--- src/verilog/ccc_pkg.sv ---
// Package of offsets, field positions, reset values and codes for the core control and context status bank
package ccc_pkg;

    // ==========================================
    // Register word offsets (byte addresses on the bus)
    localparam logic [3:0]  CORE_CONTROL_ADDR   = 4'h0;   // Core control register
    localparam logic [3:0]  CONTEXT_STATUS_ADDR = 4'h4;   // Context status, read only
    localparam logic [3:0]  STATUS_REG_ADDR     = 4'h8;   // Status register (priority bits)
    localparam logic [3:0]  CONTEXT_CMD_ADDR    = 4'hC;   // Manual register set select

    // ==========================================
    // Core control field positions
    localparam int INT_MUL_BIT    = 0;    // Integer / fractional multiply
    localparam int ROUND_BIT      = 1;    // Rounding mode
    localparam int FRAME_BIT      = 2;    // Stack frame active
    localparam int PRIO_MSB_BIT   = 3;    // Priority level msb
    localparam logic [15:0] CORE_CONTROL_WMASK = 16'h000F;   // Writable bits
    localparam logic [15:0] CORE_CONTROL_RESET = 16'h0000;   // Value after reset

    // ==========================================
    // Status register priority field
    localparam int PRIO_LSB_POS   = 5;    // Bits 7:5 hold the low priority bits
    localparam logic [15:0] STATUS_REG_WMASK = 16'h00E0;     // Writable bits
    localparam logic [15:0] STATUS_REG_RESET = 16'h0000;     // Value after reset

    // ==========================================
    // Context status field positions
    localparam int CUR_CTX_POS    = 8;    // Current set id, bits 10:8
    localparam int MAN_CTX_POS    = 0;    // Manual set id, bits 2:0
    localparam logic [2:0]  CTX_DEFAULT  = 3'h0;   // Default register set
    localparam logic [2:0]  CTX_MAX_ALT  = 3'h4;   // Alternate set 4
    localparam logic [2:0]  CTX_RESERVED = 3'h7;   // Reserved code

    // ==========================================
    // Data space bounds
    localparam logic [15:0] FULL_SPACE_LOW  = 16'h0000;  // Bottom of full range
    localparam logic [15:0] FULL_SPACE_HIGH = 16'hFFFF;  // Top of full range
    localparam logic [15:0] BASE_SPACE_MASK = 16'h7FFF;  // Base data space window

    // Bus answer for an unmapped read
    localparam logic [31:0] UNMAPPED_DATA = 32'h0000_0000;

    // Rounding kinds for the datapath
    typedef enum logic {
        CCC_ROUND_CONVERGENT,
        CCC_ROUND_BIASED
    } ccc_round_e;

endpackage

--- src/verilog/ccc_space_map.sv ---
// Address resolver for frame and stack pointer accesses
`timescale 1ns/1ps
module ccc_space_map (
    // Control
    input  wire logic        frameActive,    // Stack frame active
    // Request
    input  wire logic        isFramePtr,     // Access through frame or stack pointer
    input  wire logic [15:0] effAddr,        // Effective address
    input  wire logic [7:0]  readPage,       // Data space read page
    // Result
    output logic      [23:0] physAddr        // Resolved address
);

    // ==========================================
    // Resolution
    // Pointer with frame active: full 16-bit range, page ignored; frame inactive: base space only; other accesses paged
    always_comb begin
        if (isFramePtr && frameActive) begin
            physAddr = {8'h00, effAddr};
        end else if (isFramePtr) begin
            physAddr = {8'h00, effAddr & ccc_pkg::BASE_SPACE_MASK};
        end else begin
            physAddr = {readPage, effAddr};
        end
    end

endmodule

--- src/verilog/ccc_ctx_track.sv ---
// Tracker of the current and manually selected working register set
`timescale 1ns/1ps
module ccc_ctx_track (
    // Clock and reset
    input  wire logic       mclk,
    input  wire logic       reset_n,
    // Events from the core
    input  wire logic       switchValid,     // Any register set change
    input  wire logic       switchManual,    // Change chosen by software
    input  wire logic [2:0] switchId,        // New set id
    // State
    output logic      [2:0] curId,           // Set now in use
    output logic      [2:0] manId            // Last manual choice
);

    // All state in one struct
    typedef struct packed {
        logic [2:0] cur;   // Current id
        logic [2:0] man;   // Manual id
    } ccc_ctx_s;

    ccc_ctx_s st;        // Registered state
    ccc_ctx_s next_st;   // Next state

    // Reserved codes are never stored
    logic idOk;
    assign idOk = (switchId <= ccc_pkg::CTX_MAX_ALT);

    // ==========================================
    // Next state
    always_comb begin
        next_st = st;
        if (switchValid && idOk) begin
            next_st.cur = switchId;
            if (switchManual) begin
                next_st.man = switchId;
            end
        end
    end

    // ==========================================
    // Registers, cleared at reset
    always_ff @(posedge mclk or negedge reset_n) begin
        if (!reset_n) begin
            st <= '0;
        end else begin
            st <= next_st;
        end
    end

    assign curId = st.cur;
    assign manId = st.man;

    // Manual id only moves on a manual switch
    property p_man_hold;
        @(posedge mclk) disable iff (!reset_n)
        !(switchValid && switchManual) |=> (manId == $past(manId));
    endproperty
    a_man_hold: assert property (p_man_hold) else $error("manual id moved without manual select");

    // Current id follows a legal switch
    property p_cur_follow;
        @(posedge mclk) disable iff (!reset_n)
        (switchValid && switchId <= 3'h4) |=> (curId == $past(switchId));
    endproperty
    a_cur_follow: assert property (p_cur_follow) else $error("current id did not follow switch");

    // Stored ids never carry the reserved code
    property p_no_reserved;
        @(posedge mclk) disable iff (!reset_n)
        (curId <= 3'h4) && (manId <= 3'h4);
    endproperty
    a_no_reserved: assert property (p_no_reserved) else $error("context id out of range");

endmodule

--- src/verilog/ccc_core_control.sv ---
// Core control and context status register bank with Avalon-MM slave
// ==========================================
//
// Our own choices: the register addresses and the Avalon-MM interface to the registers.
`timescale 1ns/1ps
module ccc_core_control (
    // Clock and reset
    input  wire logic        mclk,
    input  wire logic        reset_n,
    // Avalon-MM slave
    input  wire logic [3:0]  address,
    input  wire logic        read,
    input  wire logic        write,
    input  wire logic [31:0] writedata,
    input  wire logic [3:0]  byteenable,
    output logic      [31:0] readdata,
    output logic             waitrequest,
    output logic      [1:0]  response,
    // Register set switch events from the core
    input  wire logic        ctxSwitchValid,
    input  wire logic [2:0]  ctxSwitchId,
    // Frame / stack pointer access
    input  wire logic        ptrAccess,
    input  wire logic [15:0] ptrAddr,
    input  wire logic [7:0]  data_space_read_page,
    output logic      [23:0] ptrPhysAddr,
    // Datapath controls
    output logic             stack_frame_active,
    output logic             rounding_select,
    output logic             integer_multiply_select,
    output logic             roundBiased,
    output logic             mulFractional,
    output logic      [3:0]  cpuPriority
);

    // ==========================================
    // State
    typedef struct packed {
        logic [15:0] coreCtl;     // Core control
        logic [15:0] statusReg;   // Status register
        logic        ackPend;     // Answer cycle
        logic [31:0] rdata;       // Read data
        logic [1:0]  resp;        // Response code
        logic        manReq;      // Manual select strobe
        logic [2:0]  manReqId;    // Requested set
    } ccc_bank_s;

    ccc_bank_s st;        // Registered state
    ccc_bank_s next_st;   // Next state

    logic [2:0]  curId;       // Current set id
    logic [2:0]  manId;       // Manual set id
    logic [15:0] ctxStatus;   // Assembled context status
    logic [15:0] wmask;       // Byte-lane write mask
    logic        swValid;     // Any switch event
    logic [2:0]  swId;        // Switch id merged

    // ==========================================
    // Context status word, unused bits tied low
    always_comb begin
        ctxStatus = 16'h0000;
        ctxStatus[ccc_pkg::CUR_CTX_POS +: 3] = curId;
        ctxStatus[ccc_pkg::MAN_CTX_POS +: 3] = manId;
    end

    // Byte enables to bit mask
    assign wmask = {{8{byteenable[1]}}, {8{byteenable[0]}}};

    // Software selection takes the switch port; hardware switch otherwise
    assign swValid = st.manReq | ctxSwitchValid;
    assign swId    = st.manReq ? st.manReqId : ctxSwitchId;

    // ==========================================
    // Bus and register next state
    always_comb begin
        next_st         = st;
        next_st.ackPend = 1'b0;
        next_st.manReq  = 1'b0;
        if ((read || write) && !st.ackPend) begin
            // Take cycle: latch read data and response, answer the next cycle
            next_st.ackPend = 1'b1;
            next_st.resp    = 2'b00;
            next_st.rdata   = ccc_pkg::UNMAPPED_DATA;
            if (address == ccc_pkg::CORE_CONTROL_ADDR) begin
                // Mode bits and priority msb
                if (read) begin
                    next_st.rdata = {16'h0000, st.coreCtl};
                end
            end else if (address == ccc_pkg::CONTEXT_STATUS_ADDR) begin
                // Read only: a write is answered but stores nothing
                if (read) begin
                    next_st.rdata = {16'h0000, ctxStatus};
                end
            end else if (address == ccc_pkg::STATUS_REG_ADDR) begin
                // Low priority bits
                if (read) begin
                    next_st.rdata = {16'h0000, st.statusReg};
                end
            end else if (address == ccc_pkg::CONTEXT_CMD_ADDR) begin
                // Last manual choice
                if (read) begin
                    next_st.rdata = {29'h0, manId};
                end
            end else begin
                // Unmapped: decode error
                next_st.resp = 2'b11;
            end
        end else if (write && st.ackPend) begin
            // Answer cycle: the write lands on the edge where the master sees waitrequest low
            if (address == ccc_pkg::CORE_CONTROL_ADDR) begin
                next_st.coreCtl = (st.coreCtl & ~(wmask & ccc_pkg::CORE_CONTROL_WMASK))
                                | (writedata[15:0] & wmask & ccc_pkg::CORE_CONTROL_WMASK);
            end else if (address == ccc_pkg::STATUS_REG_ADDR) begin
                next_st.statusReg = (st.statusReg & ~(wmask & ccc_pkg::STATUS_REG_WMASK))
                                  | (writedata[15:0] & wmask & ccc_pkg::STATUS_REG_WMASK);
            end else if (address == ccc_pkg::CONTEXT_CMD_ADDR && byteenable[0]) begin
                // Software choice of register set
                next_st.manReq   = 1'b1;
                next_st.manReqId = writedata[2:0];
            end
        end
    end

    // ==========================================
    // Registers
    always_ff @(posedge mclk or negedge reset_n) begin
        if (!reset_n) begin
            st           <= '0;
            st.coreCtl   <= ccc_pkg::CORE_CONTROL_RESET;
            st.statusReg <= ccc_pkg::STATUS_REG_RESET;
        end else begin
            st <= next_st;
        end
    end

    // ==========================================
    // Bus outputs
    assign waitrequest = (read || write) && !st.ackPend;
    assign readdata    = st.rdata;
    assign response    = st.resp;

    // ==========================================
    // Control outputs
    assign stack_frame_active      = st.coreCtl[ccc_pkg::FRAME_BIT];
    assign rounding_select         = st.coreCtl[ccc_pkg::ROUND_BIT];
    assign integer_multiply_select = st.coreCtl[ccc_pkg::INT_MUL_BIT];
    assign roundBiased             = rounding_select;
    assign mulFractional           = !integer_multiply_select;
    // Priority msb above status bits 7:5
    assign cpuPriority = {st.coreCtl[ccc_pkg::PRIO_MSB_BIT],
                          st.statusReg[ccc_pkg::PRIO_LSB_POS +: 3]};

    // ==========================================
    // Sub blocks
    ccc_space_map u_space (
        .frameActive (stack_frame_active),
        .isFramePtr  (ptrAccess),
        .effAddr     (ptrAddr),
        .readPage    (data_space_read_page),
        .physAddr    (ptrPhysAddr)
    );

    ccc_ctx_track u_ctx (
        .mclk         (mclk),
        .reset_n      (reset_n),
        .switchValid  (swValid),
        .switchManual (st.manReq),
        .switchId     (swId),
        .curId        (curId),
        .manId        (manId)
    );

    // ==========================================
    // Checks
    property p_frame_full;
        @(posedge mclk) disable iff (!reset_n)
        (ptrAccess && stack_frame_active) |-> (ptrPhysAddr == {8'h00, ptrAddr});
    endproperty
    a_frame_full: assert property (p_frame_full) else $error("frame pointer not full range");

    property p_frame_base;
        @(posedge mclk) disable iff (!reset_n)
        (ptrAccess && !stack_frame_active) |-> (ptrPhysAddr[23:15] == 9'h000);
    endproperty
    a_frame_base: assert property (p_frame_base) else $error("frame pointer left base space");

    property p_round;
        @(posedge mclk) disable iff (!reset_n)
        (write && !waitrequest && address == 4'h0 && byteenable[0])
            |=> (roundBiased == $past(writedata[1]));
    endproperty
    a_round: assert property (p_round) else $error("rounding mode not taken from write");

    property p_imul;
        @(posedge mclk) disable iff (!reset_n)
        (write && !waitrequest && address == 4'h0 && byteenable[0])
            |=> (mulFractional == !$past(writedata[0]));
    endproperty
    a_imul: assert property (p_imul) else $error("multiply mode not taken from write");

    property p_prio;
        @(posedge mclk) disable iff (!reset_n)
        (write && !waitrequest && address == 4'h8 && byteenable[0])
            |=> (cpuPriority[2:0] == $past(writedata[7:5]));
    endproperty
    a_prio: assert property (p_prio) else $error("priority low bits not from status");

    property p_ctx_zero;
        @(posedge mclk) disable iff (!reset_n)
        (read && !waitrequest && address == 4'h4) |-> (readdata[31:11] == 21'h0 && readdata[7:3] == 5'h0);
    endproperty
    a_ctx_zero: assert property (p_ctx_zero) else $error("unused context bits not zero");

    property p_man_sel;
        @(posedge mclk) disable iff (!reset_n)
        (write && !waitrequest && address == 4'hC && byteenable[0] && writedata[2:0] <= 3'h4)
            |=> ##1 (ctxStatus[2:0] == $past(writedata[2:0], 2) && ctxStatus[10:8] == $past(writedata[2:0], 2));
    endproperty
    a_man_sel: assert property (p_man_sel) else $error("manual select not reported");

    // Every request sees exactly one wait cycle
    property p_one_wait;
        @(posedge mclk) disable iff (!reset_n)
        ((read || write) && waitrequest) |=> !waitrequest;
    endproperty
    a_one_wait: assert property (p_one_wait) else $error("more than one wait cycle");

    // Core control read back shows the live mode bits, upper bits zero
    property p_core_read;
        @(posedge mclk) disable iff (!reset_n)
        (read && !waitrequest && address == ccc_pkg::CORE_CONTROL_ADDR)
            |-> (readdata[31:4] == 28'h0
                 && readdata[2:0] == {stack_frame_active, rounding_select, integer_multiply_select});
    endproperty
    a_core_read: assert property (p_core_read) else $error("core control read back wrong");

    // Status read back carries the low priority bits only
    property p_status_read;
        @(posedge mclk) disable iff (!reset_n)
        (read && !waitrequest && address == ccc_pkg::STATUS_REG_ADDR)
            |-> (readdata[31:8] == 24'h0 && readdata[4:0] == 5'h00 && readdata[7:5] == cpuPriority[2:0]);
    endproperty
    a_status_read: assert property (p_status_read) else $error("status read back wrong");

    // Context read back matches the tracker when no switch raced the take
    property p_ctx_read;
        @(posedge mclk) disable iff (!reset_n)
        (read && !waitrequest && address == ccc_pkg::CONTEXT_STATUS_ADDR && !$past(swValid))
            |-> (readdata[10:8] == curId && readdata[2:0] == manId);
    endproperty
    a_ctx_read: assert property (p_ctx_read) else $error("context ids not reported");

    // A write to context status never moves it
    property p_ctx_ro;
        @(posedge mclk) disable iff (!reset_n)
        (write && !waitrequest && address == ccc_pkg::CONTEXT_STATUS_ADDR && !swValid)
            |=> $stable(ctxStatus);
    endproperty
    a_ctx_ro: assert property (p_ctx_ro) else $error("context status moved on write");

    // A pending manual choice wins over a hardware switch in the same cycle
    property p_man_first;
        @(posedge mclk) disable iff (!reset_n)
        (st.manReq && ctxSwitchValid && st.manReqId <= ccc_pkg::CTX_MAX_ALT)
            |=> (curId == $past(st.manReqId));
    endproperty
    a_man_first: assert property (p_man_first) else $error("hardware switch beat manual choice");

    // Unmapped addresses answer with a decode error
    property p_decode_err;
        @(posedge mclk) disable iff (!reset_n)
        ((read || write) && !waitrequest
         && address != ccc_pkg::CORE_CONTROL_ADDR && address != ccc_pkg::CONTEXT_STATUS_ADDR
         && address != ccc_pkg::STATUS_REG_ADDR && address != ccc_pkg::CONTEXT_CMD_ADDR)
            |-> (response == 2'b11);
    endproperty
    a_decode_err: assert property (p_decode_err) else $error("unmapped access not refused");

endmodule

--- config.mk ---
export PLATFORM = sky130hd
export DESIGN_NAME = ccc_core_control
export DESIGN_NICKNAME = d
export VERILOG_FILES = /design/src/verilog/ccc_pkg.sv /design/src/verilog/ccc_space_map.sv /design/src/verilog/ccc_ctx_track.sv /design/src/verilog/ccc_core_control.sv
export SDC_FILE = /design/constraint.sdc
export NUM_CORES = 1
export LEC_CHECK = 0
export BUFFER_PORTS_ARGS = -buffer_cell sky130_fd_sc_hd__buf_2
export CORE_MARGIN = 5
export CORE_UTILIZATION = 39
export DETAILED_ROUTE_END_ITERATION = 10
export PLACE_DENSITY_LB_ADDON = 0.1
export SLEW_MARGIN = 25
export SYNTH_ARGS = -nofsm -noshare
export SYNTH_HDL_FRONTEND = slang
export SYNTH_HIERARCHICAL = 1
export SYNTH_SLANG_ARGS = --single-unit
--- constraint.sdc ---
create_clock -name mclk -period 2.1 [get_ports mclk]
set_input_delay 0.21 -clock mclk [delete_from_list [all_inputs] [get_ports mclk]]
set_output_delay 0.21 -clock mclk [all_outputs]
set_load 0.1 [all_outputs]
## After elaboration in Yosys (flattened, before gate mapping)

Index checks and enable logic that the tools add are counted.

| cells by class | value |
|---|---|
| order comparisons | 1 |
| equality and inequality tests | 3 |
| mux-type cells | 21 |
| bitwise logic cells | 11 |
| reduce and logical (&&, ||, !) cells | 13 |

Operators by type and width:

| operator | count |
|---|---|
| $mux 32 | 2 |
| $mux 16 | 3 |
| $mux 24 | 2 |
| $mux 35 | 1 |
| $and 16x16->16 | 2 |
| $mux 4 | 5 |
| $not 4->16 | 1 |
| $not 8->16 | 1 |
| $or 16x4->16 | 1 |
| $or 16x8->16 | 1 |
| $mux 11 | 1 |
| $mux 3 | 3 |
| $and 8x8->8 | 1 |
| $eq 4x4->1 const B | 2 |
| $mux 2 | 4 |
| $logic_and 1x1->1 | 5 |
| $reduce_and 5->1 | 1 |
| $eq 4x3->1 const B | 1 |
| $logic_not 4->1 | 1 |
| $reduce_and 4->1 | 1 |
| $le 3x3->1 const B | 1 |
| $not 1->1 | 3 |
| $reduce_and 3->1 | 1 |
| $logic_not 1->1 | 2 |
| other kinds (3) | 3 |

| word-level totals | value |
|---|---|
| flip-flop bits (word level) | 77 |
| bits of input ports | 73 |
| output and inout port bits | 68 |
| word-level logic and storage cells | 58 |

## Logic depth before layout (Yosys ltp)

Gate-level depths: netlist of the first run.

| depth | value |
|---|---|
| depth in word-level cells | 7 |
| depth in mapped cells | 4 |
| mapped depth without buffers | 4 |

## By module

The synthesis of the first run kept the hierarchy.

By module, submodules not included:

| module | times used | cells each | area each (um2) | sequential area each (um2) |
|---|---|---|---|---|
| ccc_core_control | 1 | 120 | 1,282.5 | 575.6 |
| ccc_ctx_track | 1 | 21 | 262.8 | 150.1 |
| ccc_space_map | 1 | 25 | 173.9 | 0.0 |

## Worst setup path after synthesis of the first run

No wires, ideal clock.

| timing | value |
|---|---|
| path kind | reg-to-output |
| start | reg with a tool-made name |
| end | out ptrPhysAddr[15] |
| arrival time | 2.503 ns |
| required time | 1.890 ns |
| setup slack | -0.613 ns |
| stages on the path, launching flop included | 3 |
| buffers on the path | 0 |
| path through | dfrtp_1 > inv_1 > a21boi_1 |

RTL lines:

| element | RTL line | text |
|---|---|---|
| end: declaration | ccc_core_control.sv:26 | `output logic [23:0] ptrPhysAddr,` |

## Worst setup path after layout of the first run

| timing | value |
|---|---|
| start | reg st[38] in the netlist's numbering |
| end | out waitrequest |

| between the ends | value |
|---|---|
| cells in the longest elaborated chain, start to end | 2 |

RTL lines:

| element | RTL line | text |
|---|---|---|
| start: declaration | ccc_core_control.sv:48 | `ccc_bank_s st;` |
| start signal: assignment | ccc_core_control.sv:132 | `st <= next_st;` |
| $logic_not 1->1 | ccc_core_control.sv:138 | `assign waitrequest = (read \|\| write) && !st.ackPend;` |
| $logic_and 1x1->1 | ccc_core_control.sv:138 |  |
| end: declaration | ccc_core_control.sv:17 | `output logic waitrequest,` |

Every way passes these cells.

==> results.cfg, run 1 <==
[synth]
yosysTopAreaCell = dfrtp_1
yosysSeqAreaShare_pct = 42.2
synth_area_sq_mm = 0.00172
synthMostInstantiatedCell = buf_4
yosys_warnings = 6
post_synth_inst_count = 166
synthTopCellsByCount = buf_4 (54), dfrtp_1 (29), nand2_1 (14), mux2_2 (9)
synthFlopType = dfrtp_1
yosys-top-cells-area = dfrtp_1 (42%), buf_4 (24%), mux2_2 (5.9%)
postSynth.asyncResetShare_pct = 100
synth-seq-cells = 29
postSynthAreaPerCell_sq_um = 10.4
synth_edf_count = 0
post_synth_num_cell_types = 31
synth_top_area_share_pct = 42.2

[timing]
holdWs_ns = 0.158
rsz0062_at_grt = no
skew_ns = 0.00496
hold_viol = 0
fin_tns_setup_ns = 0
fin_ws_ns = 0.465
setup_viol = 0
worst_pin_slew_ns = 0.659
finalCritPeriodShare_pct = 77.8
maxSlewHeadroom_pct = 56.1
drv_slew = 0
max_freq_mhz = 612
period_needed_ns = 1.63

[placed_design]
hpwl_microns = 2930
gp_congestion = 0.711
dp.cells = 245
post-place-ws_ns = 0.536
portBuffers = 60

[pwr]
p_leak_nw = 1.02
finalPower_mw = 1.97
ir_drop_v = 0.000388
powerDensity_mw_per_mm2 = 1040

[worst_setup_path]
arrival_ns = 1.42
r2r_setup_slack_ns = 0.54
crit_fanout = 5
max_stage_delay_ns = 0.45
cp_top_family = buffers and inverters
cp_cell_sequence = o21bai_1 -> inv_1 -> buf_2
cp-end-kind = output port
crit_path_start = st[38]
cp-start-kind = register
crit_type = register to output port
cp_slowest_cell = buf_2
critPathRequiredTime_ns = 1.89
reg2regPathDepth = 3
r2r_start = st[38]
path_buf_inv = 2

[floorplanning]
die-area_sq_mm = 0.00584
die_h_microns = 76.4
fp.coreArea_sq_mm = 0.00432
ios = 141
die_w_microns = 76.4
rows = 24
initial_utilization_pct = 39.8

[clock_network]
clock_latency_ns = 0.28
h-tree-depth = 2
cts_sinks = 29
cts_buffers = 5
clk_path_buf_depth = 2
tritoncts = yes
clkSlewWorstSetupHoldPaths_ns = 0.06
root_buffer = clkbuf_8

[global_routing]
grt_usage_pct = 13.2
grt_max_degree = 30
grt_pass1_vias = 1252
antenna_found_initial = 0
grt_overflow = 0
grt_pass1_wl_microns = 6130

[run_status]
outcome = finished, final reports clean

[final_layout]
fillers = 457
layout-drive-gt1-share_pct = 44.6
nets = 274
regArea_sq_um = 726
diodes = 0
multi_input_area_sq_um = 652
final_cells = 254
syn_to_final_growth_pct = 10.5

[routing]
dr_total_vias = 1152
drt_iter0_drc = 40
vias_per_cell = 4.54
drc = 0
wl_per_cell_microns = 14.5
first_pass_iters = 4
routed_wl_microns = 3670
antenna_left = 0

[hold_path]
hold_path_depth = 2
hold_start = writedata[5]
worst_hold_path_type = primary input to register

[flow_run]
maxCapViolCount = 0
stage by stage:
stage	utilization, %	instance area (sq um)
final	43.9	1900
after global routing	43.9	1900
after CTS	43.9	1900
after detailed placement	41.0	1770
after global placement	41.0	1770
after floorplan	-	1810
layout by cell type, fill, tap and decap left out, drive strengths merged, types with 3 or more instances in the layout:
master,synthesis,layout
nor2,3,3
o21ai,8,8
clkbuf,1,7
a22oi,3,3
mux2,13,13
conb,1,22
a2bb2oi,4,4
nor2b,8,8
a21oi,4,4
inv,6,6
nand2,14,14
buf,54,61
dfrtp,29,29
area by class of cell:
class / instances / share of cell area (%)
Clock buffer: 7 / 4.55
Clock inverter: 1 / 1.58
Inverter: 6 / 1.19
Multi-Input combinational cell: 97 / 34.3
Tap cell: 52 / 3.43
Timing Repair Buffer: 62 / 16.7
Sequential cell: 29 / 38.2
logic make-up (layout without fill, tap and decap cells):
| family | count (synthesis) | after routing | synth area share, % |
|---|---|---|---|
| other cells | 1 | 22 | 0.218 |
| buf+inv | 61 | 76 | 25.1 |
| simple gates | 38 | 38 | 13.7 |
| compound gates | 24 | 24 | 9.39 |
| flops | 29 | 29 | 42.2 |
| mux | 13 | 13 | 9.39 |
worst max path at each step:
| stage | endpoint | cells after the start | slack, ns |
|---|---|---|---|
| 3_5_place_dp | register | 3 | 0.54 |
| 2_1_floorplan | ptrPhysAddr[15] | 2 | 0.15 |
| 4_1_cts | waitrequest | 3 | 0.46 |
| 6_report | waitrequest | 3 | 0.47 |
| 5_1_grt | waitrequest | 3 | 0.37 |
| 3_3_place_gp | register | 3 | 0.56 |
repair_timing:
item	CTS	global route
gates resized for setup	0	0
endpoints found under the hold margin	29	0
buffers inserted	0	0
hold buffers	1	0
metal layers:
metal	vias up	wire length, microns	track usage [%]
li1	553	-	-
met1	532	1560	15.4
met2	56	1730	20.4
met3	11	346	7.33
met4	0	36	4.20
met5	-	0	0
where the power goes:
group          internal [mW]  leakage (nW)  total (mW)  switching [mW]
combinational          0.114         0.574       0.730           0.616
clock                  0.386        0.0585       0.595           0.209
sequential             0.608         0.383       0.644          0.0358
total                   1.11          1.02        1.97           0.861
Power figures use the tool's default switching activity.
==> inputs of run 2 (changes only) <==
--- a/config.mk
+++ b/config.mk
@@ -5,9 +5,10 @@
 export SDC_FILE = /design/constraint.sdc
 export NUM_CORES = 1
 export LEC_CHECK = 0
+export ABC_AREA = 1
 export BUFFER_PORTS_ARGS = -buffer_cell sky130_fd_sc_hd__buf_2
 export CORE_MARGIN = 5
-export CORE_UTILIZATION = 39
+export CORE_UTILIZATION = 40
 export DETAILED_ROUTE_END_ITERATION = 10
 export PLACE_DENSITY_LB_ADDON = 0.1
 export SLEW_MARGIN = 25
==> constraint.sdc (replaced) <==
create_clock -name mclk -period 1.7 [get_ports mclk]
set_input_delay 0.17 -clock mclk [delete_from_list [all_inputs] [get_ports mclk]]
set_output_delay 0.17 -clock mclk [all_outputs]
set_load 0.1 [all_outputs]
==> results.cfg, run 2 <==
[synth]
postSynth.asyncResetShare_pct = 100
yosys_warnings = 6
post_synth_num_cell_types = 23
yosysSeqAreaShare_pct = 37.7
synthTopCellsByCount = nand2_1 (82), buf_4 (55), dfrtp_1 (29), nand3_1 (17), inv_1 (15)
synth_area_sq_mm = 0.00193
yosysTopAreaCell = dfrtp_1
yosys-top-cells-area = dfrtp_1 (38%), buf_4 (21%), nand2_1 (16%)
postSynthAreaPerCell_sq_um = 7.86
synth-seq-cells = 29
post_synth_inst_count = 245
synth_top_area_share_pct = 37.7
synthFlopType = dfrtp_1
synth_edf_count = 0
synthMostInstantiatedCell = nand2_1

[pwr]
powerDensity_mw_per_mm2 = 1120
sequentialPowerShare_pct = 34.3
finalPower_mw = 2.31
ir_drop_v = 0.000442
clkPwrFrac_pct = 27.0
power.share.switching_pct = 46.6
p_int_mw = 1.23
netSwitchingPower_mw = 1.08
combPwrFrac_pct = 38.7
p_leak_nw = 1.23

[routing]
dr_total_vias = 1414
first_pass_iters = 4
drt_iter0_drc = 35
antenna_left = 0
vias_per_cell = 4.25
wl_per_cell_microns = 11.3
routed_wl_microns = 3780
drc = 0

[worst_setup_path]
arrival_ns = 1.43
crit_fanout = 9
max_stage_delay_ns = 0.47
cp_top_family = buffers and inverters
crit_path_start = st[38]
cp-start-kind = register
cp_slowest_cell = buf_2
cp-end-kind = output port
crit_type = register to output port
cp_cell_sequence = nor2_4 -> buf_2
r2r_start = st[3]
critPathRequiredTime_ns = 1.53
path_buf_inv = 1

[global_routing]
grt_pass1_wl_microns = 6570
grt_usage_pct = 13.2
grt_max_degree = 30
grt_pass1_vias = 1397
grt_overflow = 0
antenna_found_initial = 0

[clock_network]
h-tree-depth = 2
cts_sinks = 29
tritoncts = yes
cts_buffers = 5
root_buffer = clkbuf_8
clk_path_buf_depth = 2
postCtsSetupRepairBufs = 0
clkSlewWorstSetupHoldPaths_ns = 0.06
clock_latency_ns = 0.28

[timing]
setup_viol = 0
finalCritPeriodShare_pct = 94.3
hold_viol = 0
fin_ws_ns = 0.0976
holdWs_ns = 0.0942
period_needed_ns = 1.60
worst_pin_slew_ns = 0.641
maxSlewHeadroom_pct = 57.3
drv_slew = 0
skew_ns = 0.00416
rsz0062_at_grt = no
max_freq_mhz = 624

[hold_path]
hold_start = writedata[3]
worst_hold_path_type = primary input to register

[final_layout]
final_cells = 333
nets = 351
layout_common_cells = nand2_1 (81), buf_2 (60), dfrtp_1 (28)
syn_to_final_growth_pct = 7.15
layout-drive-gt1-share_pct = 33.0
diodes = 0
final_common_cell = nand2_1

[floorplanning]
die_h_microns = 79.4
rows = 25
die_w_microns = 79.4
die-area_sq_mm = 0.00630
initial_utilization_pct = 41.0
ios = 141
fp.coreArea_sq_mm = 0.00469

[placed_design]
hpwl_microns = 2970
post-place-ws_ns = 0.400
dp.cells = 324
portBuffers = 60
gp_congestion = 0.698

[run_status]
outcome = finished, final reports clean

[flow_run]
maxCapViolCount = 0
==> run 2: metrics by stage <==
stage	TNS (ns)	instance area [sq um]	util (%)
6_report	0	2060	44.0
5_1_grt	0	2060	44.0
4_1_cts	0	2060	44.0
3_5_place_dp	0	1950	41.6
3_3_place_gp	0	1950	41.6
2_1_floorplan	-0.203	2010	-
==> run 2: final timing paths <==
kind	slack, ns	endpoint	cells past startpoint
min in group asynchronous	0.45	readdata[7]	2
worst max register to register	0.39	u_ctx/manId[1]	7
worst max-delay path	0.1	waitrequest	2
worst min register to register	0.47	readdata[7]	2
worst min-delay path	0.09	register	3
max in group asynchronous	0.79	async pin	2
==> run 2: power groups by stage <==
stage / clock network [mW] / logic (mW) / registers, mW
floorplan: 0 / 0.949 / 0.868
global placement: 0 / 0.897 / 0.805
detailed placement: 0 / 0.900 / 0.807
CTS: 0.645 / 0.903 / 0.794
global route: 0.678 / 0.943 / 0.805
finish: 0.625 / 0.896 / 0.793
==> run 2: cell families after synthesis <==
| group | share of synthesized area (%) |
|---|---|
| other | 0.195 |
| DFF | 37.7 |
| AOI/OAI and AO/OA | 3.25 |
| and+or+nand+nor | 32.6 |
| buffers and inverters | 26.3 |
==> run 2: repair_timing <==
action                                 4_1_cts  5_1_grt
resized for setup                            0        0
endpoints found under the hold margin       29        0
hold buffers                                 1        0
==> run 2: tightest hold or removal path: stages <==
cell and delay, ns:
buf_2 0.07, nand2_1 0.04, nand2_1 0.05
==> run 2: layout make-up <==
| cell class | count | area, sq um |
|---|---|---|
| clock buffer | 7 | 96.3 |
| inverter | 18 | 75.1 |
| clock inverter | 1 | 5.00 |
| tap | 54 | 67.6 |
| sequential | 29 | 727 |
| timing repair buffer | 62 | 318 |
| multi-input combinational | 162 | 774 |
| fill | 514 | 2630 |
==> run 2: routing by layer <==
metal,GRT usage (%),wire (microns),vias to the layer above
li1,-,-,743
met3,4.29,325,6
met2,20.6,1760,46
met5,0,0,-
met1,17.1,1640,619
met4,4.47,45,0
==> inputs of run 3 (changes only) <==
--- a/config.mk
+++ b/config.mk
@@ -8,7 +8,7 @@
 export ABC_AREA = 1
 export BUFFER_PORTS_ARGS = -buffer_cell sky130_fd_sc_hd__buf_2
 export CORE_MARGIN = 5
-export CORE_UTILIZATION = 40
+export CORE_UTILIZATION = 37
 export DETAILED_ROUTE_END_ITERATION = 10
 export PLACE_DENSITY_LB_ADDON = 0.1
 export SLEW_MARGIN = 25
==> constraint.sdc (replaced) <==
create_clock -name mclk -period 1.4 [get_ports mclk]
set_input_delay 0.14 -clock mclk [delete_from_list [all_inputs] [get_ports mclk]]
set_output_delay 0.14 -clock mclk [all_outputs]
set_load 0.1 [all_outputs]
==> results.cfg, run 3 (synthesis gave the netlist of run 2 again) <==
[run_status]
outcome = finished, final reports clean

[worst_setup_path]
crit_type = register to output port
cp-end-kind = output port
crit_fanout = 9
cp_cell_sequence = nor2_4 -> buf_12
path_buf_inv = 1
r2r_end = u_ctx/manId[1]
critPathRequiredTime_ns = 1.26
cp-start-kind = register
cp_top_family = flip-flops
arrival_ns = 1.17
cp_slowest_cell = dfrtp_1
r2r_start = st[3]
r2r_setup_slack_ns = 0.17
reg2regPathDepth = 5
max_stage_delay_ns = 0.44

[pwr]
p_leak_nw = 1.24
powerDensity_mw_per_mm2 = 1300
ir_drop_v = 0.000493

[routing]
wl_per_cell_microns = 11.0
routed_wl_microns = 3840
drc = 0
dr_total_vias = 1411
first_pass_iters = 4
vias_per_cell = 4.04
antenna_left = 0
drt_iter0_drc = 34

[flow_run]
maxCapViolCount = 0

[final_layout]
design_area_sq_mm = 0.00213
syn_to_final_growth_pct = 10.4
layout_common_cells = nand2_1 (81), buf_2 (57), dfrtp_1 (26)
layout-drive-gt1-share_pct = 33.3
final_common_cell = nand2_1
nets = 352
diodes = 0
final_cells = 349

[floorplanning]
initial_utilization_pct = 37.9
die_h_microns = 82.1
die_w_microns = 82.1
die-area_sq_mm = 0.00675
ios = 141
fp.coreArea_sq_mm = 0.00507
rows = 26

[placed_design]
gp_congestion = 0.716
portBuffers = 60
dpl-instance-area_sq_mm = 0.00203
dp.cells = 341
hpwl_microns = 3160

[timing]
period_needed_ns = 1.31
max_freq_mhz = 761
rsz0062_at_grt = no
fin_tns_setup_ns = 0
drv_slew = 0
skew_ns = 0.00700
setup_viol = 0
finalCritPeriodShare_pct = 93.8
hold_viol = 0

[global_routing]
grt_usage_pct = 12.1
antenna_found_initial = 0
grt_max_degree = 17
grt_pass1_vias = 1377
grt_pass1_wl_microns = 6140
grt_overflow = 0

[clock_network]
postCtsSetupRepairBufs = 0
h-tree-depth = 2
tritoncts = yes
clk_path_buf_depth = 2
clkSlewWorstSetupHoldPaths_ns = 0.06
cts_sinks = 29
root_buffer = clkbuf_8
clock_latency_ns = 0.27
cts_buffers = 5

[hold_path]
worst_hold_path_type = primary input to register
hold_path_depth = 3
hold_start = writedata[3]
## run 3: final cells by class
class	count	area (sq um)
Sequential cell	29	732
Clock buffer	7	86.3
Timing Repair Buffer	63	370
Tap cell	70	87.6
Inverter	18	75.1
Fill cell	569	2950
Multi-Input combinational cell	162	774
## run 3: per-layer routing
| layer | global-route usage, % | routed length, microns | vias to the layer above | part of all wire (%) |
|---|---|---|---|---|
| li1 | - | - | 742 | - |
| met1 | 14.6 | 1640 | 625 | 43 |
| met2 | 20.5 | 1920 | 39 | 50 |
| met3 | 3.04 | 233 | 5 | 6.1 |
| met4 | 4.65 | 55 | 0 | 1.4 |
| met5 | 0 | 0 | - | 0 |
## run 3: how the worst max path moves through the flow
stage | from | to | slack (ns) | cells past startpoint
floorplan | ptrAccess | ptrPhysAddr[16] | -0.27 | 2
global placement | st[3] | u_ctx/manId[0] | 0.10 | 7
detailed placement | st[3] | u_ctx/manId[2] | 0.1 | 7
CTS | st[38] | waitrequest | 0.06 | 2
global route | st[3] | u_ctx/curId[0] | 0.01 | 7
finish | st[38] | waitrequest | 0.09 | 2
## run 3: worst register-to-register path, cell delays in order (launching register included)
cell	delay [ns]
dfrtp_2	0.46
or2_2	0.35
nand2_1	0.09
nand2_2	0.09
nand3_1	0.08
nand2_1	0.05
## run 3: what timing repair did
item	in CTS	in global routing
hold endpoints to repair	14	0
gates resized for setup	0	1
hold buffers	1	0
setup endpoints to repair	0	6
## run 3: stage by stage
step                      util, %  total power, mW  hold WS, ns  setup WS, ns
after floorplan                 -             2.21       -0.156        -0.265
after global placement       40.0             2.11       0.0922         0.104
after detailed placement     40.0             2.11       0.0911        0.0966
after CTS                    41.9             2.80       0.0626        0.0649
after global routing         41.9             2.91       0.0577        0.0126
final                        41.9             2.76       0.0732        0.0864
## run 3: power breakdown
group	switching (mW)	internal, mW
Clock	0.284	0.389
Combinational	0.947	0.177
Sequential	0.0548	0.912
Total	1.29	1.48
